## config.mk

```make
export PLATFORM = sky130hd
export DESIGN_NAME = baseband_txrx_config_regs_flat
export DESIGN_NICKNAME = d
export VERILOG_FILES = /design/src/design/baseband_cfg_pkg.sv /design/src/design/baseband_cfg_if.sv /design/src/design/baseband_txrx_config_regs.sv /design/src/flat_wrapper.sv
export SDC_FILE = /design/constraint.sdc
export NUM_CORES = 1
export LEC_CHECK = 0
export BUFFER_PORTS_ARGS = -buffer_cell sky130_fd_sc_hd__clkbuf_2
export CAP_MARGIN = 10
export CORE_ASPECT_RATIO = 1.1
export CORE_MARGIN = 2
export CORE_UTILIZATION = 40
export DETAILED_ROUTE_END_ITERATION = 12
export SETUP_SLACK_MARGIN = 0.2
export SYNTH_ARGS = -nofsm -noshare
export SYNTH_HDL_FRONTEND = slang
export SYNTH_SLANG_ARGS = --single-unit
```

## constraint.sdc

```tcl
create_clock -name MCLK -period 4.2 [get_ports MCLK]
set_clock_uncertainty 0.05 [all_clocks]
set_input_delay 0.42 -clock MCLK [delete_from_list [all_inputs] [get_ports MCLK]]
set_output_delay 0.42 -clock MCLK [all_outputs]
set_load 0.03 [all_outputs]
```

## src/design/baseband_cfg_pkg.sv

```systemverilog
// shared constants and types for the baseband configuration bank and its controller
package baseband_cfg_pkg;

  // ----------------------------------------
  // device bus
  // ----------------------------------------
  localparam int          ADDR_W      = 6;
  localparam int          DATA_W      = 8;
  localparam logic [5:0]  OFF_SIGNAL  = 6'h0a;
  localparam logic [5:0]  OFF_SERVICE = 6'h0c;
  localparam logic [5:0]  OFF_LEN_HI  = 6'h0e;
  localparam logic [5:0]  OFF_LEN_LO  = 6'h10;
  localparam logic [5:0]  OFF_TX_CFG  = 6'h12;
  localparam logic [5:0]  OFF_RX_CFG  = 6'h14;
  localparam logic [5:0]  OFF_TRX_CFG = 6'h16;

  // ----------------------------------------
  // reset values
  // ----------------------------------------
  localparam logic [7:0]  RST_SIGNAL  = 8'h00;
  localparam logic [7:0]  RST_SERVICE = 8'h00;
  localparam logic [7:0]  RST_LEN_HI  = 8'h00;
  localparam logic [7:0]  RST_LEN_LO  = 8'h00;
  localparam logic [7:0]  RST_TX_CFG  = 8'h00;
  localparam logic [7:0]  RST_RX_CFG  = 8'h00;
  localparam logic [7:0]  RST_TRX_CFG = 8'h00;

  // ----------------------------------------
  // field positions
  // ----------------------------------------
  localparam int          SIG_WEIGHT    = 4;
  localparam int          SIG_PREAMBLE  = 3;
  localparam int          SIG_RATE_LSB  = 0;
  localparam logic [7:0]  SIG_ZERO_MASK = 8'he4;
  localparam logic [7:0]  SVC_KEEP_MASK = 8'h84;
  localparam int          TXC_SAMPLE    = 7;
  localparam int          TXC_CCA_LSB   = 5;
  localparam int          TXC_PATTERN   = 4;
  localparam int          TXC_TEST      = 3;
  localparam int          TXC_ANT       = 2;
  localparam int          TXC_DIV       = 1;
  localparam int          TXC_ZERO      = 0;
  localparam int          RXC_FREEZE    = 7;
  localparam int          RXC_CIR_CLK   = 6;
  localparam int          RXC_ISI       = 5;
  localparam int          RXC_ICI       = 4;
  localparam int          RXC_RDY_SFD   = 3;
  localparam int          RXC_SLOT_DIV  = 2;
  localparam int          RXC_ANT       = 1;
  localparam int          RXC_SINGLE    = 0;
  localparam int          TRX_CONT_CLK  = 7;
  localparam int          TRX_SP_TEST   = 4;
  localparam int          TRX_SAMPLED   = 3;

  // ----------------------------------------
  // timing
  // ----------------------------------------
  localparam int CLK_PERIOD_NS   = 25;
  localparam int SLOT_NS         = 20000;
  localparam int SAMPLE_LATE_NS  = 18700;
  localparam int SAMPLE_EARLY_NS = 15800;
  localparam int RATE_SETUP_NS   = 2000;
  localparam int SLOT_CYC        = SLOT_NS / CLK_PERIOD_NS;
  localparam int SAMPLE_LATE_CYC  = (SAMPLE_LATE_NS + CLK_PERIOD_NS - 1) / CLK_PERIOD_NS;
  localparam int SAMPLE_EARLY_CYC = (SAMPLE_EARLY_NS + CLK_PERIOD_NS - 1) / CLK_PERIOD_NS;
  localparam int RATE_SETUP_CYC  = (RATE_SETUP_NS + CLK_PERIOD_NS - 1) / CLK_PERIOD_NS;
  localparam int ANT_DWELL_CYC   = 80;
  localparam logic [8:0] PA_RAMP_SYMBOLS = 9'h002;

  // ----------------------------------------
  // encodings
  // ----------------------------------------
  typedef enum logic [1:0] {RATE_1M, RATE_2M, RATE_5M5, RATE_11M} rate_type;
  typedef enum logic [1:0] {MOD_DIFF_BINARY, MOD_DIFF_QUAD, MOD_COMP_CODE} mod_type;
  localparam logic [1:0] CCA_ENERGY   = 2'h0;
  localparam logic [1:0] CCA_CARRIER  = 2'h1;
  localparam logic [1:0] CCA_BOTH     = 2'h2;
  localparam logic [1:0] CCA_EITHER   = 2'h3;
  localparam logic [3:0] CHIPS_BARKER = 4'hb;
  localparam logic [3:0] CHIPS_CODE   = 4'h8;

  // ----------------------------------------
  // controller registers on wishbone
  // ----------------------------------------
  localparam logic [7:0] CTL_OFF_ADDR   = 8'h00;
  localparam logic [7:0] CTL_OFF_WDATA  = 8'h04;
  localparam logic [7:0] CTL_OFF_CMD    = 8'h08;
  localparam logic [7:0] CTL_OFF_STATUS = 8'h0c;
  localparam int         CMD_WRITE      = 0;
  localparam int         CMD_READ       = 1;

endpackage : baseband_cfg_pkg

```

## src/design/baseband_cfg_if.sv

```systemverilog
// control bus between the medium access controller and the baseband configuration bank
`timescale 1ns/10ps
interface baseband_cfg_if;
  logic [5:0] addr;
  logic [7:0] wdata;
  logic       wr;
  logic       rd;
  logic [7:0] rdata;
  logic       rvalid;

  modport controller (output addr, output wdata, output wr, output rd, input rdata, input rvalid);
  modport device     (input addr, input wdata, input wr, input rd, output rdata, output rvalid);
endinterface : baseband_cfg_if

```

## src/design/baseband_txrx_config_regs.sv

```systemverilog
// baseband transmit/receive configuration register bank, device end
//
// Notes on behaviour
// - weight bit picks standard or channel-14 filters
// - preamble bit picks long or short preamble
// - controller writes zero to unused signal bits
// - rate field selects code, modulation and chips
// - rate written two microseconds before use
// - service top bit may resolve length ambiguity
// - service bit 2 for common oscillator only
// - length is high byte and low byte
// - sample bit picks 18.7 or 15.8 us
// - assessment mode combines energy and carrier detectors
// - test pattern alternating bits or all ones
// - test needs rate zero and scrambler setup
// - transmit antenna fixed or last good header
// - gain freeze holds agc during packet
// - impulse estimate clock during acquisition or after detect
// - equalizer bits enable when zero
// - ready after header check or frame delimiter
// - slot diversity stops switching last half slot
// - single antenna acquisition uses receive choice bit
// - continuous clock bit keeps receive clocks running
// - short preamble test uses long count
// - raw or once-per-slot sampled channel status
// - preamble gets two ramp-up symbols added
`timescale 1ns/10ps
module baseband_txrx_config_regs
(
  input  wire logic                    MCLK,
  input  wire logic                    RST,
  baseband_cfg_if.device               bus,
  input  wire logic                    ENERGY_DETECT,
  input  wire logic                    CARRIER_SENSE_PRIMARY,
  input  wire logic                    SIGNAL_QUALITY_PRIMARY,
  input  wire logic                    SIGNAL_DETECT,
  input  wire logic                    PACKET_ACTIVE,
  input  wire logic                    SFD_SEEN,
  input  wire logic                    HEADER_CRC_OK,
  input  wire logic                    TRANSMIT_POWER_ENABLE,
  input  wire logic                    RECEIVE_POWER_ENABLE,
  input  wire logic [7:0]              SHORT_PREAMBLE_COUNT,
  input  wire logic [7:0]              LONG_PREAMBLE_COUNT,
  output logic                         WEIGHT_SELECT,
  output logic                         SHORT_PREAMBLE_MODE,
  output baseband_cfg_pkg::rate_type   TX_RATE,
  output baseband_cfg_pkg::mod_type    TX_MODULATION,
  output logic [3:0]                   TX_CHIPS_PER_SYMBOL,
  output logic [15:0]                  TX_LENGTH,
  output logic [8:0]                   PREAMBLE_SYMBOLS,
  output logic                         CLEAR_CHANNEL,
  output logic                         TX_TEST_ACTIVE,
  output logic                         TX_TEST_CHIP,
  output logic                         ANTENNA_SELECT_OUT,
  output logic                         AGC_FREEZE,
  output logic                         CIR_CLOCK_EN,
  output logic                         RX_CLOCK_EN,
  output logic                         ISI_EQ_EN,
  output logic                         ICI_EQ_EN,
  output logic                         RX_DATA_READY_OUT,
  output logic                         ACQ_DIVERSITY_ON
);

  // ----------------------------------------
  // state
  // ----------------------------------------
  typedef struct packed {
    logic [7:0]                 sig;
    logic [7:0]                 svc;
    logic [7:0]                 len_hi;
    logic [7:0]                 len_lo;
    logic [7:0]                 txc;
    logic [7:0]                 rxc;
    logic [7:0]                 trx;
    logic [7:0]                 rdata;
    logic                       rvalid;
    logic [9:0]                 slot_cnt;
    logic [6:0]                 dwell_cnt;
    logic                       rx_ant;
    logic                       good_ant;
    logic                       weight;
    logic                       short_pre;
    baseband_cfg_pkg::rate_type rate;
    baseband_cfg_pkg::mod_type  modu;
    logic [3:0]                 chips;
    logic [15:0]                length;
    logic [8:0]                 pre_syms;
    logic                       cca;
    logic                       test_on;
    logic                       test_chip;
    logic                       ant_sel;
    logic                       agc_freeze;
    logic                       cir_clk;
    logic                       rx_clk;
    logic                       isi_en;
    logic                       ici_en;
    logic                       rdy;
    logic                       div_on;
  } dev_state_type;

  dev_state_type q;
  dev_state_type d;

  // ----------------------------------------
  // read decode
  // ----------------------------------------
  function automatic logic [7:0] read_reg(input dev_state_type s, input logic [5:0] a);
    logic [7:0] v;
    v = 8'h00;
    case (a)
      baseband_cfg_pkg::OFF_SIGNAL:  v = s.sig;
      baseband_cfg_pkg::OFF_SERVICE: v = s.svc;
      baseband_cfg_pkg::OFF_LEN_HI:  v = s.len_hi;
      baseband_cfg_pkg::OFF_LEN_LO:  v = s.len_lo;
      baseband_cfg_pkg::OFF_TX_CFG:  v = s.txc;
      baseband_cfg_pkg::OFF_RX_CFG:  v = s.rxc;
      baseband_cfg_pkg::OFF_TRX_CFG: v = s.trx;
      default:                       v = 8'h00;
    endcase
    return v;
  endfunction : read_reg

  // ----------------------------------------
  // next state
  // ----------------------------------------
  always_comb
  begin
    logic       raw_cca;
    logic [9:0] sample_at;
    logic       late_half;
    logic [1:0] ccam;
    d         = q;
    raw_cca   = 1'b0;
    ccam      = q.txc[baseband_cfg_pkg::TXC_CCA_LSB +: 2];
    late_half = (q.slot_cnt >= 10'(baseband_cfg_pkg::SLOT_CYC / 2));
    sample_at = q.txc[baseband_cfg_pkg::TXC_SAMPLE] ? 10'(baseband_cfg_pkg::SAMPLE_EARLY_CYC - 1)
                                                    : 10'(baseband_cfg_pkg::SAMPLE_LATE_CYC - 1);

    d.rvalid = 1'b0;
    if (bus.wr)
    begin
      case (bus.addr)
        baseband_cfg_pkg::OFF_SIGNAL:  d.sig    = bus.wdata;
        baseband_cfg_pkg::OFF_SERVICE: d.svc    = bus.wdata;
        baseband_cfg_pkg::OFF_LEN_HI:  d.len_hi = bus.wdata;
        baseband_cfg_pkg::OFF_LEN_LO:  d.len_lo = bus.wdata;
        baseband_cfg_pkg::OFF_TX_CFG:  d.txc    = bus.wdata;
        baseband_cfg_pkg::OFF_RX_CFG:  d.rxc    = bus.wdata;
        baseband_cfg_pkg::OFF_TRX_CFG: d.trx    = bus.wdata;
        default:                       d.sig    = q.sig;
      endcase
    end
    if (bus.rd)
    begin
      d.rvalid = 1'b1;
      d.rdata  = read_reg(q, bus.addr);
    end

    // transmit settings
    d.weight    = q.sig[baseband_cfg_pkg::SIG_WEIGHT];
    d.short_pre = q.sig[baseband_cfg_pkg::SIG_PREAMBLE];
    d.rate      = baseband_cfg_pkg::rate_type'(q.sig[baseband_cfg_pkg::SIG_RATE_LSB +: 2]);
    case (d.rate)
      baseband_cfg_pkg::RATE_1M:
      begin
        d.modu  = baseband_cfg_pkg::MOD_DIFF_BINARY;
        d.chips = baseband_cfg_pkg::CHIPS_BARKER;
      end
      baseband_cfg_pkg::RATE_2M:
      begin
        d.modu  = baseband_cfg_pkg::MOD_DIFF_QUAD;
        d.chips = baseband_cfg_pkg::CHIPS_BARKER;
      end
      default:
      begin
        d.modu  = baseband_cfg_pkg::MOD_COMP_CODE;
        d.chips = baseband_cfg_pkg::CHIPS_CODE;
      end
    endcase
    d.length = {q.len_hi, q.len_lo};
    if (q.sig[baseband_cfg_pkg::SIG_PREAMBLE] && !q.trx[baseband_cfg_pkg::TRX_SP_TEST])
      d.pre_syms = {1'b0, SHORT_PREAMBLE_COUNT} + baseband_cfg_pkg::PA_RAMP_SYMBOLS;
    else
      d.pre_syms = {1'b0, LONG_PREAMBLE_COUNT} + baseband_cfg_pkg::PA_RAMP_SYMBOLS;

    // transmit test pattern
    d.test_on = q.txc[baseband_cfg_pkg::TXC_TEST];
    if (!q.txc[baseband_cfg_pkg::TXC_TEST])
      d.test_chip = 1'b0;
    else if (q.txc[baseband_cfg_pkg::TXC_PATTERN])
      d.test_chip = 1'b1;
    else
      d.test_chip = ~q.test_chip;

    // slot timing and channel assessment
    d.slot_cnt = (q.slot_cnt == 10'(baseband_cfg_pkg::SLOT_CYC - 1)) ? 10'h000 : q.slot_cnt + 10'h001;
    case (ccam)
      baseband_cfg_pkg::CCA_ENERGY:  raw_cca = ENERGY_DETECT;
      baseband_cfg_pkg::CCA_CARRIER: raw_cca = CARRIER_SENSE_PRIMARY | SIGNAL_QUALITY_PRIMARY;
      baseband_cfg_pkg::CCA_BOTH:    raw_cca = ENERGY_DETECT & (CARRIER_SENSE_PRIMARY | SIGNAL_QUALITY_PRIMARY);
      default:                       raw_cca = ENERGY_DETECT | CARRIER_SENSE_PRIMARY | SIGNAL_QUALITY_PRIMARY;
    endcase
    if (!q.trx[baseband_cfg_pkg::TRX_SAMPLED])
      d.cca = raw_cca;
    else if (q.slot_cnt == sample_at)
      d.cca = raw_cca;

    // receive antenna diversity and transmit antenna choice
    d.div_on = !q.rxc[baseband_cfg_pkg::RXC_SINGLE] && !(q.rxc[baseband_cfg_pkg::RXC_SLOT_DIV] && late_half);
    if (q.div_on && !SIGNAL_DETECT)
    begin
      if (q.dwell_cnt == 7'(baseband_cfg_pkg::ANT_DWELL_CYC - 1))
      begin
        d.dwell_cnt = 7'h00;
        d.rx_ant    = ~q.rx_ant;
      end
      else
        d.dwell_cnt = q.dwell_cnt + 7'h01;
    end
    if (HEADER_CRC_OK)
      d.good_ant = q.ant_sel;
    if (TRANSMIT_POWER_ENABLE)
      d.ant_sel = q.txc[baseband_cfg_pkg::TXC_DIV] ? q.good_ant : q.txc[baseband_cfg_pkg::TXC_ANT];
    else if (q.rxc[baseband_cfg_pkg::RXC_SINGLE])
      d.ant_sel = q.rxc[baseband_cfg_pkg::RXC_ANT];
    else
      d.ant_sel = q.rx_ant;

    // receive controls
    d.agc_freeze = q.rxc[baseband_cfg_pkg::RXC_FREEZE] & PACKET_ACTIVE;
    d.cir_clk    = q.trx[baseband_cfg_pkg::TRX_CONT_CLK] | !q.rxc[baseband_cfg_pkg::RXC_CIR_CLK]
                   | SIGNAL_DETECT;
    d.rx_clk     = q.trx[baseband_cfg_pkg::TRX_CONT_CLK] | RECEIVE_POWER_ENABLE;
    d.isi_en     = !q.rxc[baseband_cfg_pkg::RXC_ISI];
    d.ici_en     = !q.rxc[baseband_cfg_pkg::RXC_ICI];
    if (!PACKET_ACTIVE)
      d.rdy = 1'b0;
    else if (q.rxc[baseband_cfg_pkg::RXC_RDY_SFD] ? SFD_SEEN : HEADER_CRC_OK)
      d.rdy = 1'b1;
  end

  // ----------------------------------------
  // registers
  // ----------------------------------------
  always_ff @(posedge MCLK or posedge RST)
  begin
    if (RST)
    begin
      q        <= '0;
      q.sig    <= baseband_cfg_pkg::RST_SIGNAL;
      q.svc    <= baseband_cfg_pkg::RST_SERVICE;
      q.len_hi <= baseband_cfg_pkg::RST_LEN_HI;
      q.len_lo <= baseband_cfg_pkg::RST_LEN_LO;
      q.txc    <= baseband_cfg_pkg::RST_TX_CFG;
      q.rxc    <= baseband_cfg_pkg::RST_RX_CFG;
      q.trx    <= baseband_cfg_pkg::RST_TRX_CFG;
    end
    else
      q <= d;
  end

  assign bus.rdata           = q.rdata;
  assign bus.rvalid          = q.rvalid;
  assign WEIGHT_SELECT       = q.weight;
  assign SHORT_PREAMBLE_MODE = q.short_pre;
  assign TX_RATE             = q.rate;
  assign TX_MODULATION       = q.modu;
  assign TX_CHIPS_PER_SYMBOL = q.chips;
  assign TX_LENGTH           = q.length;
  assign PREAMBLE_SYMBOLS    = q.pre_syms;
  assign CLEAR_CHANNEL       = q.cca;
  assign TX_TEST_ACTIVE      = q.test_on;
  assign TX_TEST_CHIP        = q.test_chip;
  assign ANTENNA_SELECT_OUT  = q.ant_sel;
  assign AGC_FREEZE          = q.agc_freeze;
  assign CIR_CLOCK_EN        = q.cir_clk;
  assign RX_CLOCK_EN         = q.rx_clk;
  assign ISI_EQ_EN           = q.isi_en;
  assign ICI_EQ_EN           = q.ici_en;
  assign RX_DATA_READY_OUT   = q.rdy;
  assign ACQ_DIVERSITY_ON    = q.div_on;

endmodule : baseband_txrx_config_regs

```

## src/flat_wrapper.sv

```systemverilog
// flat-port wrapper written by rule: the top's interface ports become plain ports
module baseband_txrx_config_regs_flat 
  (MCLK, RST, ENERGY_DETECT, CARRIER_SENSE_PRIMARY, SIGNAL_QUALITY_PRIMARY, SIGNAL_DETECT, PACKET_ACTIVE, SFD_SEEN, HEADER_CRC_OK, TRANSMIT_POWER_ENABLE, RECEIVE_POWER_ENABLE, SHORT_PREAMBLE_COUNT, LONG_PREAMBLE_COUNT, WEIGHT_SELECT, SHORT_PREAMBLE_MODE, TX_RATE, TX_MODULATION, TX_CHIPS_PER_SYMBOL, TX_LENGTH, PREAMBLE_SYMBOLS, CLEAR_CHANNEL, TX_TEST_ACTIVE, TX_TEST_CHIP, ANTENNA_SELECT_OUT, AGC_FREEZE, CIR_CLOCK_EN, RX_CLOCK_EN, ISI_EQ_EN, ICI_EQ_EN, RX_DATA_READY_OUT, ACQ_DIVERSITY_ON, bus_addr, bus_wdata, bus_wr, bus_rd, bus_rdata, bus_rvalid);
  baseband_cfg_if bus_i ();
  input  wire logic MCLK;
  input  wire logic RST;
  input  wire logic ENERGY_DETECT;
  input  wire logic CARRIER_SENSE_PRIMARY;
  input  wire logic SIGNAL_QUALITY_PRIMARY;
  input  wire logic SIGNAL_DETECT;
  input  wire logic PACKET_ACTIVE;
  input  wire logic SFD_SEEN;
  input  wire logic HEADER_CRC_OK;
  input  wire logic TRANSMIT_POWER_ENABLE;
  input  wire logic RECEIVE_POWER_ENABLE;
  input  wire logic [7:0] SHORT_PREAMBLE_COUNT;
  input  wire logic [7:0] LONG_PREAMBLE_COUNT;
  output logic WEIGHT_SELECT;
  output logic SHORT_PREAMBLE_MODE;
  output baseband_cfg_pkg::rate_type TX_RATE;
  output baseband_cfg_pkg::mod_type TX_MODULATION;
  output logic [3:0] TX_CHIPS_PER_SYMBOL;
  output logic [15:0] TX_LENGTH;
  output logic [8:0] PREAMBLE_SYMBOLS;
  output logic CLEAR_CHANNEL;
  output logic TX_TEST_ACTIVE;
  output logic TX_TEST_CHIP;
  output logic ANTENNA_SELECT_OUT;
  output logic AGC_FREEZE;
  output logic CIR_CLOCK_EN;
  output logic RX_CLOCK_EN;
  output logic ISI_EQ_EN;
  output logic ICI_EQ_EN;
  output logic RX_DATA_READY_OUT;
  output logic ACQ_DIVERSITY_ON;
  input wire logic [$bits(bus_i.addr)-1:0] bus_addr;
  input wire logic [$bits(bus_i.wdata)-1:0] bus_wdata;
  input wire logic [$bits(bus_i.wr)-1:0] bus_wr;
  input wire logic [$bits(bus_i.rd)-1:0] bus_rd;
  output wire logic [$bits(bus_i.rdata)-1:0] bus_rdata;
  output wire logic [$bits(bus_i.rvalid)-1:0] bus_rvalid;
  assign bus_i.addr = bus_addr;
  assign bus_i.wdata = bus_wdata;
  assign bus_i.wr = bus_wr;
  assign bus_i.rd = bus_rd;
  assign bus_rdata = bus_i.rdata;
  assign bus_rvalid = bus_i.rvalid;
  baseband_txrx_config_regs u_core (.MCLK(MCLK), .RST(RST), .bus(bus_i), .ENERGY_DETECT(ENERGY_DETECT), .CARRIER_SENSE_PRIMARY(CARRIER_SENSE_PRIMARY), .SIGNAL_QUALITY_PRIMARY(SIGNAL_QUALITY_PRIMARY), .SIGNAL_DETECT(SIGNAL_DETECT), .PACKET_ACTIVE(PACKET_ACTIVE), .SFD_SEEN(SFD_SEEN), .HEADER_CRC_OK(HEADER_CRC_OK), .TRANSMIT_POWER_ENABLE(TRANSMIT_POWER_ENABLE), .RECEIVE_POWER_ENABLE(RECEIVE_POWER_ENABLE), .SHORT_PREAMBLE_COUNT(SHORT_PREAMBLE_COUNT), .LONG_PREAMBLE_COUNT(LONG_PREAMBLE_COUNT), .WEIGHT_SELECT(WEIGHT_SELECT), .SHORT_PREAMBLE_MODE(SHORT_PREAMBLE_MODE), .TX_RATE(TX_RATE), .TX_MODULATION(TX_MODULATION), .TX_CHIPS_PER_SYMBOL(TX_CHIPS_PER_SYMBOL), .TX_LENGTH(TX_LENGTH), .PREAMBLE_SYMBOLS(PREAMBLE_SYMBOLS), .CLEAR_CHANNEL(CLEAR_CHANNEL), .TX_TEST_ACTIVE(TX_TEST_ACTIVE), .TX_TEST_CHIP(TX_TEST_CHIP), .ANTENNA_SELECT_OUT(ANTENNA_SELECT_OUT), .AGC_FREEZE(AGC_FREEZE), .CIR_CLOCK_EN(CIR_CLOCK_EN), .RX_CLOCK_EN(RX_CLOCK_EN), .ISI_EQ_EN(ISI_EQ_EN), .ICI_EQ_EN(ICI_EQ_EN), .RX_DATA_READY_OUT(RX_DATA_READY_OUT), .ACQ_DIVERSITY_ON(ACQ_DIVERSITY_ON));
endmodule
```

==> results of run 1 <==
## how the worst max path moves through the flow
| stage | start | end | slack, ns |
|---|---|---|---|
| 3_3_place_gp | u_core.d[44] | u_core.PREAMBLE_SYMBOLS[5] | 1.73 |
| 5_1_grt | u_core.d[44] | u_core.PREAMBLE_SYMBOLS[5] | 1.53 |
| 6_report | u_core.d[44] | u_core.PREAMBLE_SYMBOLS[5] | 1.66 |
| 4_1_cts | u_core.d[44] | u_core.PREAMBLE_SYMBOLS[5] | 1.68 |
| 3_5_place_dp | u_core.d[44] | u_core.PREAMBLE_SYMBOLS[5] | 1.68 |
| 2_1_floorplan | RST | u_core.ACQ_DIVERSITY_ON | 0.32 |
## layout make-up
type | instances | area share
Sequential cell | 128 | 0.479
Multi-Input combinational cell | 258 | 0.309
Timing Repair Buffer | 99 | 0.0752
Clock buffer | 18 | 0.0656
Tap cell | 188 | 0.0351
Clock inverter | 14 | 0.0284
Inverter | 14 | 0.00823
## through the flow
step / util / worst slack [ns] / area [um^2] / cells / hold WS, ns
floorplan: - / 0.317 / 5690 / 453 / 0.311
global placement: 0.438 / 1.73 / 6060 / 687 / 0.336
detailed placement: 0.438 / 1.68 / 6060 / 687 / 0.338
CTS: 0.483 / 1.68 / 6690 / 719 / 0.0588
global route: 0.483 / 1.53 / 6690 / 719 / 0.0582
finish: 0.483 / 1.66 / 6690 / 719 / 0.0710
## critical path, cell delays in order, from the launching register on
cell and delay (ns):
dfrtp_1 0.47, nor2b_1 0.62, mux2_2 0.35, ha_1 0.24, inv_1 0.07, or4_1 0.46, a31oi_1 0.19
## layer usage
metal | wire [um] | track usage | up-vias
li1 | - | - | 1721
met5 | 0 | 0 | -
met2 | 5870 | 0.270 | 118
met4 | 291 | 0.0765 | 0
met1 | 5370 | 0.217 | 1852
met3 | 657 | 0.0528 | 23
## synthesized netlist by cell type (all sizes together) (4+ instances only)
cell type    n
mux2        60
inv         14
nand2       24
clkbuf       5
buf         48
ha           4
nor2        11
a22oi       22
xor2         6
xnor2        9
nor3b        4
mux2i        7
a21oi        5
and3        17
dfrtp      128
a2111oi      7
nand3        9
o21ai        4
a31oi       11
nor2b        6
## state kept, by name, summed over array words and instances (netlist names)
name / flops
u_core.RX_CLOCK_EN: 1
u_core.TX_RATE: 2
u_core.AGC_FREEZE: 1
u_core.ISI_EQ_EN: 1
u_core.ACQ_DIVERSITY_ON: 1
u_core.q: 54
u_core.CIR_CLOCK_EN: 1
u_core.d: 21
u_core.TX_MODULATION: 2
u_core.RX_DATA_READY_OUT: 1
u_core.CLEAR_CHANNEL: 1
u_core.bus.rvalid: 1
u_core.ANTENNA_SELECT_OUT: 1
u_core.bus.rdata: 8
u_core.SHORT_PREAMBLE_MODE: 1
u_core.TX_LENGTH: 16
u_core.WEIGHT_SELECT: 1
u_core.ICI_EQ_EN: 1
u_core.PREAMBLE_SYMBOLS: 9
u_core.TX_TEST_ACTIVE: 1
u_core.TX_TEST_CHIP: 1
u_core.TX_CHIPS_PER_SYMBOL: 2
## power breakdown
group	leakage (uW)	internal, uW	total [uW]	switching, uW
Clock	0.000306	1010	1560	552
Combinational	0.00131	173	459	286
Sequential	0.00165	1390	1500	112
## kinds of logic (layout without fill, tap and decap cells)
| family | after synthesis | after routing |
|---|---|---|
| fa+ha+maj | 4 | 4 |
| flops | 128 | 128 |
| compound gates | 67 | 67 |
| xor+xnor | 15 | 15 |
| mux | 67 | 67 |
| other cells | 2 | 2 |
| simple gates | 103 | 103 |
| buf+inv | 67 | 145 |
==> summary.txt, run 1 <==
Logic synthesis
  – Prevailing post-synth register cell: dfrtp_1
  – Cell area after synthesis: 0.00569 mm^2
  – Count of cell types in the netlist: 59
  – Sequential area share after synthesis: 0.563
  – Synth Area in Compound Gates: 0.0849
  – Synth Area in Adders: 0.00879
  – Yosys Warn Count: 0
  – Simple-Gate Fraction of Synth Area: 0.114
  – Syn_area_per_cell: 12.6 um^2
  – Post-Synth XOR/XNOR Area: 0.0231
  – Asr flop ratio synth: 1.00
  – Gate Count Post-Synth: 453
  – #FFs+latches synth: 128
  – Dominant cells by area after synthesis: dfrtp_1 56%, mux2_2 12%, buf_4 5.8%, a22oi_1 2.9%, and3_1 1.9%
  – Multiplexer share of the synthesized area: 0.131
  – Post-Syn Nets: 500
  – EDFF count, synth: 0
  – Largest family of logic cells by synthesized area: multiplexers
  – Area leader, netlist: dfrtp_1
  – Share of Yosys cell area claimed by the top area cell type: 0.563

STA
  – Fmax: 394 MHz
  – Fin crit share: 0.604
  – Max Slew Vio Count: 0
  – RSZ-0062 raised after global routing: false
  – Final setup fails: 0
  – Min Tclk post-route: 2.54 ns
  – Setup TNS: 0 ns
  – Tightest Pin Transition: 1.16 ns
  – Fin. Hold Viols: 0
  – Max-slew headroom: 0.218

Floorplan
  – Die width: 118 um
  – Starting density of the core: 0.411
  – Core area: 0.0139 mm^2
  – Die area: 0.0152 mm^2
  – Ports: 98
  – Die span in y: 129 um
  – Num rows: 45

CTS
  – CTS buffer count: 17
  – H-tree Lvls: 4
  – Post-CTS Setup Inserts: 0
  – Hold_buf cts: 0
  – CTS Buffer Depth: 2
  – Worst-skew pair later-pin latency: 0.42 ns
  – Clock transition at the registers of the reported paths: 0.06 ns
  – Post-cts sizing count: 0
  – Clk sinks: 128
  – CTS tree: yes
  – Clock root buffer: clkbuf_16

Worst hold path
  – Hold path start: bus_rd
  – WHS Path Cells: 1
  – Worst Hold End: u_core.bus.rvalid
  – Min-delay worst type: in -> reg

Routing
  – Drt drc: 0
  – Routed WL: 12.2 mm
  – DR vias: 3714
  – DRT antenna net count: 0
  – Drt pass-1 iters: 5
  – Drt first-iter violations: 263
  – Vias per cell: 5.17
  – DR WL/cell: 17.0 um

Finish
  – Layout cells sized above 1: 0.384
  – Commonest cells after routing, fill and taps aside: 128 x dfrtp_1, 96 x clkbuf_2, 59 x mux2_2, 22 x a22oi_1, 20 x nand2_1
  – Area taken by multi-input logic gates: 0.00207 mm^2
  – Register Area: 0.00320 mm^2
  – NumNets Final: 565
  – Commonest non-fill, non-tap cell in the layout: dfrtp_1
  – Ant. Diodes: 0
  – Area Overhead vs Synth: 17.6%
  – Fill count: 1271

Run
  – Max_cap viols: 0

Global routing
  – First-pass GRT wire length: 19.9 mm
  – Vias in the first global route: 3762
  – Overall Global Routing Usage: 0.170
  – Gr ovfl total: 0
  – Pin count of the biggest net entering global routing: 80
  – Initial antenna violation count: 0

Status
  – Status: complete, no violations

Power
  – PD cells: 526 mW/mm^2
  – Peak supply drop: 0.272 mV
  – Static leakage: 0.00326 uW
  – Design Power: 3520 uW

Placement
  – Hpwl dp: 8.63 mm
  – I/O Buffers: 96
  – Routability Congestion: 0.788

Worst setup path
  – Reg2Reg Launch Point: u_core.d[44]
  – Startpoint Class: flop
  – Worst Path Max Fanout: 9
  – CP Capture Type: flop
  – CP Class: reg -> reg
  – Critical path arrival: 2.82 ns
  – Worst reg-to-reg setup slack: 1.66 ns
  – R2r endpoint: u_core.PREAMBLE_SYMBOLS[5]
  – CP Data Required Time: 4.48 ns
  – R2R depth: 6
Note: power is estimated with default switching activity, not from simulation.
==> run 2, diff against run 1 <==
--- a/config.mk
+++ b/config.mk
@@ -5,6 +5,7 @@
 export SDC_FILE = /design/constraint.sdc
 export NUM_CORES = 1
 export LEC_CHECK = 0
+export ABC_AREA = 1
 export BUFFER_PORTS_ARGS = -buffer_cell sky130_fd_sc_hd__clkbuf_2
 export CAP_MARGIN = 10
 export CORE_ASPECT_RATIO = 1.1
==> constraint.sdc (replaced) <==
create_clock -name MCLK -period 2.5 [get_ports MCLK]
set_clock_uncertainty 0.05 [all_clocks]
set_input_delay 0.25 -clock MCLK [delete_from_list [all_inputs] [get_ports MCLK]]
set_output_delay 0.25 -clock MCLK [all_outputs]
set_load 0.03 [all_outputs]
==> run 2 against run 1 <==
Clock-buffer cell count up 5. Sequential cell count unchanged. Combinational power up 81%. Die area up 3.0%. Largest cell class unchanged. Largest power group unchanged.
==> summary.txt, run 2 <==
Status
  – Status: complete, no violations

Worst setup path
  – R2r endpoint: u_core.PREAMBLE_SYMBOLS[7]
  – Worst reg-to-reg setup slack: 0.70 ns (-0.97 ns)
  – Launch point of the worst path: u_core.q[78]
  – Critical path arrival: 2.06 ns (-0.76 ns)
  – Reg2Reg Launch Point: u_core.q[78]
  – Startpoint Class: flop
  – CP Data Required Time: 2.75 ns (-1.73 ns)
  – CP Capture Type: flop
  – Worst Path Max Fanout: 12 (+3)
  – R2R depth: 9 (+3)
  – CP Class: reg -> reg

CTS
  – Post-cts sizing count: 0 (unchanged)
  – Clock transition at the registers of the reported paths: 0.06 ns (about the same)
  – Clock root buffer: clkbuf_16
  – H-tree Lvls: 4 (unchanged)
  – CTS tree: yes
  – Clk sinks: 128 (unchanged)
  – CTS Buffer Depth: 2 (unchanged)
  – CTS buffer count: 17 (unchanged)
  – Worst-skew pair later-pin latency: 0.42 ns (about the same)

STA
  – Fin. Hold Viols: 0 (unchanged)
  – Fmax: 554 MHz (+41%)
  – Max Slew Vio Count: 0 (unchanged)
  – Tightest Pin Transition: 0.659 ns (-0.505 ns)
  – Min Tclk post-route: 1.80 ns (-0.733 ns)
  – RSZ-0062 raised after global routing: false
  – Final setup fails: 0 (unchanged)
  – Fin crit share: 0.722 (+0.118)
  – Setup TNS: 0 ns (unchanged)
  – Max-slew headroom: 0.559 (+0.342)

Logic synthesis
  – #FFs+latches synth: 128 (unchanged)
  – Post-Synth XOR/XNOR Area: 0.0134 (-0.00965)
  – Cell area after synthesis: 0.00587 mm^2 (+3.1%)
  – Dominant cells by area after synthesis: dfrtp_1 55%, nand2_1 11%, buf_4 5.6%, nand3_1 4.7%, inv_1 4.1%
  – Simple-Gate Fraction of Synth Area: 0.237 (+0.123)
  – Gate Count Post-Synth: 653 (+44%)
  – Sequential area share after synthesis: 0.546 (-0.0170)
  – Count of cell types in the netlist: 35 (-41%)
  – Area leader, netlist: dfrtp_1
  – Yosys Warn Count: 0 (unchanged)
  – Share of Yosys cell area claimed by the top area cell type: 0.546 (-0.0170)
  – Largest family of logic cells by synthesized area: simple AND/OR/NAND/NOR gates
  – Most common cell in the netlist: nand2_1
  – Post-Syn Nets: 700 (+40%)
  – Synth Area in Compound Gates: 0.0755 (-0.00939)
  – EDFF count, synth: 0 (unchanged)
  – Asr flop ratio synth: 1.00 (unchanged)
  – Multiplexer share of the synthesized area: 0.00192 (-0.129)
  – Syn_area_per_cell: 8.99 um^2 (-28%)
  – Prevailing post-synth register cell: dfrtp_1
  – Most instantiated cells after synthesis: 167 x nand2_1, 128 x dfrtp_1, 64 x inv_1
  – Synth Area in Adders: 0.00853 (-0.000266)

Placement
  – DP Area: 0.00621 mm^2 (+2.4%)
  – Routability Congestion: 0.892 (+13%)
  – Hpwl dp: 9.56 mm (+11%)
  – I/O Buffers: 96 (unchanged)

Finish
  – Largest register FFs: 54 (unchanged)
  – Final instance area: 0.00694 mm^2 (+3.7%)
  – Layout cells sized above 1: 0.223 (-0.161)
  – Commonest non-fill, non-tap cell in the layout: nand2_1
  – NumNets Final: 768 (+36%)
  – Ant. Diodes: 0 (unchanged)
  – Commonest cells after routing, fill and taps aside: 167 x nand2_1, 128 x dfrtp_1, 96 x clkbuf_2, 63 x inv_1, 55 x nand3_1
  – Most flop-heavy register: u_core.q
  – Area Overhead vs Synth: 18.2%

Worst hold path
  – Worst Hold End: u_core.PREAMBLE_SYMBOLS[0]
  – Min-delay worst type: in -> reg
  – WHS Path Cells: 2 (+1)
  – Hold path start: LONG_PREAMBLE_COUNT[0]

Routing
  – Drt pass-1 iters: 5 (unchanged)
  – Drt first-iter violations: 406 (+54%)
  – DR vias: 4426 (+19%)
  – DR WL/cell: 14.2 um (-16%)
  – Drt drc: 0 (unchanged)
  – Vias per cell: 4.78 (-7.5%)
  – Routed WL: 13.1 mm (+7.6%)
  – DRT antenna net count: 0 (unchanged)

Power
  – Static leakage: 0.00360 uW (+10%)
  – Peak supply drop: 0.378 mV (+39%)
  – PD cells: 890 mW/mm^2 (+69%)

Floorplan
  – Num rows: 46 (+2.2%)
  – Core area: 0.0144 mm^2 (+3.9%)
  – Starting density of the core: 0.408 (-0.00302)
  – Die area: 0.0157 mm^2 (+3.0%)
  – Die width: 119 um (+1.5%)
  – Ports: 98 (unchanged)
  – Die span in y: 131 um (+1.5%)

Run
  – Max_cap viols: 0 (unchanged)

Global routing
  – Initial antenna violation count: 0 (unchanged)
  – Gr ovfl total: 0 (unchanged)
  – Overall Global Routing Usage: 0.180 (+0.00983)
  – Pin count of the biggest net entering global routing: 70 (-13%)
  – Vias in the first global route: 4288 (+14%)
  – First-pass GRT wire length: 21.6 mm (+8.9%)
[run 2: power by group]
group | internal, uW | switching, uW | leakage (uW)
registers | 2350 | 194 | 0.00165
logic | 270 | 561 | 0.00161
clock network | 1920 | 875 | 0.000331
[run 2: what timing repair did]
action	in CTS	in global routing
buffers inserted	0	0
hold endpoints to repair	30	0
hold buffers	5	0
setup endpoints to repair	0	0
[run 2: layout make-up]
class	count	area (um^2)
timing repair buffer	104	578
tap	192	240
fill	1408	7450
clock buffer	23	508
multi-input combinational	404	1980
clock inverter	9	175
inverter	66	251
sequential	128	3200
[run 2: routing by layer]
layer | vias to the layer above | GRT usage | share of wire
met5 | - | 0 | 0
li1 | 2187 | - | -
met4 | 0 | 0.0803 | 0.022
met3 | 22 | 0.0456 | 0.054
met1 | 2086 | 0.226 | 0.44
met2 | 131 | 0.298 | 0.48
[run 2: cells by family after synthesis]
family                     count (synthesis)
and+or+nand+nor                          309
DFF                                      128
buffers and inverters                    121
AOI/OAI and AO/OA                         79
xor gates and xnor gates                   9
adders and majority gates                  4
other                                      2
muxes                                      1
[run 2: worst max path at each step]
stage / end / slack (ns) / cells after the start
after floorplan: u_core.ACQ_DIVERSITY_ON / 0.62 / 1
after global placement: u_core.PREAMBLE_SYMBOLS[7] / 0.78 / 9
after detailed placement: u_core.PREAMBLE_SYMBOLS[7] / 0.71 / 9
after CTS: u_core.PREAMBLE_SYMBOLS[7] / 0.69 / 9
after global routing: u_core.PREAMBLE_SYMBOLS[7] / 0.52 / 9
final: u_core.PREAMBLE_SYMBOLS[7] / 0.70 / 9
[run 2: worst max-delay path, cell delays in order, from the launching register on]
cell and delay (ns):
dfrtp_1 0.42, inv_1 0.14, nand2_2 0.17, o21ai_2 0.24, ha_1 0.22, nand3_1 0.12
nor2_1 0.14, nand2_1 0.07, nand2_1 0.06, nand2_1 0.05
[run 2: through the flow]
| stage | total power (uW) | hold slack [ns] | setup slack (ns) | cells | util |
|---|---|---|---|---|---|
| 2_1_floorplan | 3230 | 0.231 | 0.619 | 653 | - |
| 3_3_place_gp | 3380 | 0.311 | 0.783 | 889 | 0.431 |
| 3_5_place_dp | 3410 | 0.324 | 0.706 | 889 | 0.431 |
| 4_1_cts | 6240 | 0.00158 | 0.690 | 926 | 0.482 |
| 5_1_grt | 6450 | 0.0121 | 0.522 | 926 | 0.482 |
| 6_report | 6180 | 0.0187 | 0.696 | 926 | 0.482 |
==> run 3, diff against run 2 <==
==> constraint.sdc (replaced) <==
create_clock -name MCLK -period 1.6 [get_ports MCLK]
set_clock_uncertainty 0.05 [all_clocks]
set_input_delay 0.16 -clock MCLK [delete_from_list [all_inputs] [get_ports MCLK]]
set_output_delay 0.16 -clock MCLK [all_outputs]
set_load 0.03 [all_outputs]
==> run 3 against run 2 <==
Clock-buffer cell count is 1 higher. Global-route usage is 0.13 points higher. Combinational power grew 76%. Register-to-register slack lost 0.52 ns. Critical path type unchanged. Critical path depth did not move. Via count up 1.6%. Clock power grew 31%. Power grew 47%. Sequential power rose by 56%. Final cell count grew 2.4%. Maximum frequency grew 27%.
==> summary.txt, run 3 (same netlist as run 2, synthesis figures left out) <==
Global routing
  – Vias in the first global route: 4268 (-0.47%)
  – Gr ovfl total: 0 (unchanged)
  – Initial antenna violation count: 0 (unchanged)
  – First-pass GRT wire length: 21.6 mm (-0.32%)
  – Pin count of the biggest net entering global routing: 129 (+84%)
  – Overall Global Routing Usage: 0.182 (+0.00126)

Finish
  – Layout cells sized above 1: 0.269 (+0.0451)
  – Commonest cells after routing, fill and taps aside: 160 x nand2_1, 126 x dfrtp_1, 96 x clkbuf_2, 61 x inv_1, 51 x nand3_1
  – Largest register FFs: 54 (unchanged)
  – Commonest non-fill, non-tap cell in the layout: nand2_1
  – Final instance area: 0.00715 mm^2 (+3.0%)
  – Fill count: 1367 (-2.9%)
  – NumNets Final: 791 (+3.0%)
  – Ant. Diodes: 0 (unchanged)
  – Most flop-heavy register: u_core.q
  – Area Overhead vs Synth: 21.8%

Worst setup path
  – CP Class: reg -> reg
  – Critical path arrival: 1.68 ns (-0.38 ns)
  – Startpoint Class: flop
  – Worst Path Max Fanout: 5 (-7)
  – CP Capture Type: flop
  – CP Data Required Time: 1.86 ns (-0.89 ns)

CTS
  – Clock root buffer: clkbuf_16
  – Worst-skew pair later-pin latency: 0.42 ns (about the same)
  – Clk sinks: 128 (unchanged)
  – Clock transition at the registers of the reported paths: 0.05 ns (about the same)
  – CTS Buffer Depth: 2 (unchanged)
  – CTS tree: yes
  – CTS buffer count: 17 (unchanged)
  – H-tree Lvls: 4 (unchanged)

STA
  – Fin crit share: 0.889 (+0.167)
  – Fmax: 703 MHz (+27%)
  – Fin. Hold Viols: 0 (unchanged)
  – Tightest Pin Transition: 0.747 ns (+0.0876 ns)
  – Max Slew Vio Count: 0 (unchanged)
  – RSZ-0062 raised after global routing: true
  – Fin worst setup slack: 0.177 ns (-0.518 ns)
  – Final setup fails: 0 (unchanged)
  – Max-slew headroom: 0.502 (-0.0574)
  – Min Tclk post-route: 1.42 ns (-0.382 ns)

Placement
  – Routability Congestion: 0.864 (-3.2%)
  – I/O Buffers: 96 (unchanged)
  – Pre-CTS setup slack: 0.0352 ns (-0.671 ns)
  – Hpwl dp: 9.36 mm (-2.1%)
  – DP Area: 0.00628 mm^2 (+1.2%)

Routing
  – Routed WL: 13.5 mm (+2.5%)
  – Drt first-iter violations: 319 (-21%)
  – DR WL/cell: 14.2 um (+0.17%)
  – Vias per cell: 4.74 (-0.73%)
  – Drt drc: 0 (unchanged)
  – DRT antenna net count: 0 (unchanged)
  – DR vias: 4498 (+1.6%)
  – Drt pass-1 iters: 4 (-1)

Power
  – Static leakage: 0.00367 uW (+2.0%)
  – Peak supply drop: 0.777 mV (+110%)
  – PD cells: 1270 mW/mm^2 (+43%)

Floorplan
  – Core area: 0.0144 mm^2 (unchanged)
  – Die span in y: 131 um (unchanged)
  – Die area: 0.0157 mm^2 (unchanged)
  – Die width: 119 um (unchanged)
  – Starting density of the core: 0.408 (unchanged)
  – Num rows: 46 (unchanged)
  – Ports: 98 (unchanged)

Status
  – Status: complete, no violations

Worst hold path
  – Min-delay worst type: in -> reg

Run
  – Max_cap viols: 0 (unchanged)
-- run 3: cell type report --
| cell class | instances | area (um^2) | share of cell area |
|---|---|---|---|
| flip-flops and latches | 128 | 3210 | 0.448 |
| multi-input cells | 404 | 2110 | 0.295 |
| well taps | 192 | 240 | 0.0336 |
| inverters | 66 | 251 | 0.0352 |
| clock inverters | 7 | 85.1 | 0.0119 |
| repair buffers | 127 | 785 | 0.110 |
| clock buffers | 24 | 472 | 0.0660 |
-- run 3: per-layer routing --
metal | vias up | part of all wire | global-route usage
met5 | - | 0 | 0
li1 | 2229 | - | -
met1 | 2138 | 0.43 | 0.220
met2 | 106 | 0.50 | 0.305
met3 | 25 | 0.042 | 0.0438
met4 | 0 | 0.028 | 0.0920
-- run 3: power breakdown --
group          internal [uW]  total (uW)  switching [uW]
Clock                   2350        3660            1310
Combinational            522        1460             943
Sequential              3680        3980             303
Total                   6550        9100            2560
-- run 3: per-stage QoR --
| step | util | hold slack (ns) | total power, uW | setup TNS, ns | instances |
|---|---|---|---|---|---|
| after global routing | 0.497 | 0.0710 | 9530 | 0 | 948 |
| after global placement | 0.437 | 0.303 | 5310 | 0 | 894 |
| after floorplan | - | 0.141 | 5050 | -24.48 | 653 |
| after CTS | 0.490 | 0.0188 | 9160 | 0 | 941 |
| after detailed placement | 0.437 | 0.300 | 5360 | 0 | 894 |
| final | 0.497 | 0.0426 | 9100 | 0 | 948 |
-- run 3: path summary, 6_finish.rpt --
path / to / cells past startpoint / slack (ns) / from
setup / recovery: u_core.PREAMBLE_SYMBOLS[7] / 9 / 0.18 / u_core.q[78]
hold / removal: u_core.RX_DATA_READY_OUT / 5 / 0.04 / SFD_SEEN
setup reg to reg: u_core.PREAMBLE_SYMBOLS[7] / 9 / 0.18 / u_core.q[78]
hold reg to reg: u_core.TX_RATE[0] / 0 / 0.36 / u_core.d[42]
max in group asynchronous: u_core.q[60] / 4 / 0.50 / RST
min in group asynchronous: u_core.TX_CHIPS_PER_SYMBOL[3] / 4 / 0.36 / RST
-- run 3: worst max-delay path, stage by stage (launching register included) --
cell,delay (ns)
dfrtp_1,0.38
inv_2,0.10
nand2_4,0.09
o21ai_4,0.16
ha_4,0.17
nand3_4,0.08
nor2_2,0.11
nand2_1,0.06
nand2_1,0.06
nand2_1,0.04
-- run 3: repair_timing --
item | in CTS | in global routing
hold buffers | 9 | 0
setup endpoints to repair | 5 | 19
cloned | 1 | 0
setup buffers | 6 | 7
pin swaps | 8 | 12
endpoints found under the hold margin | 137 | 0
gates resized for setup | 20 | 12
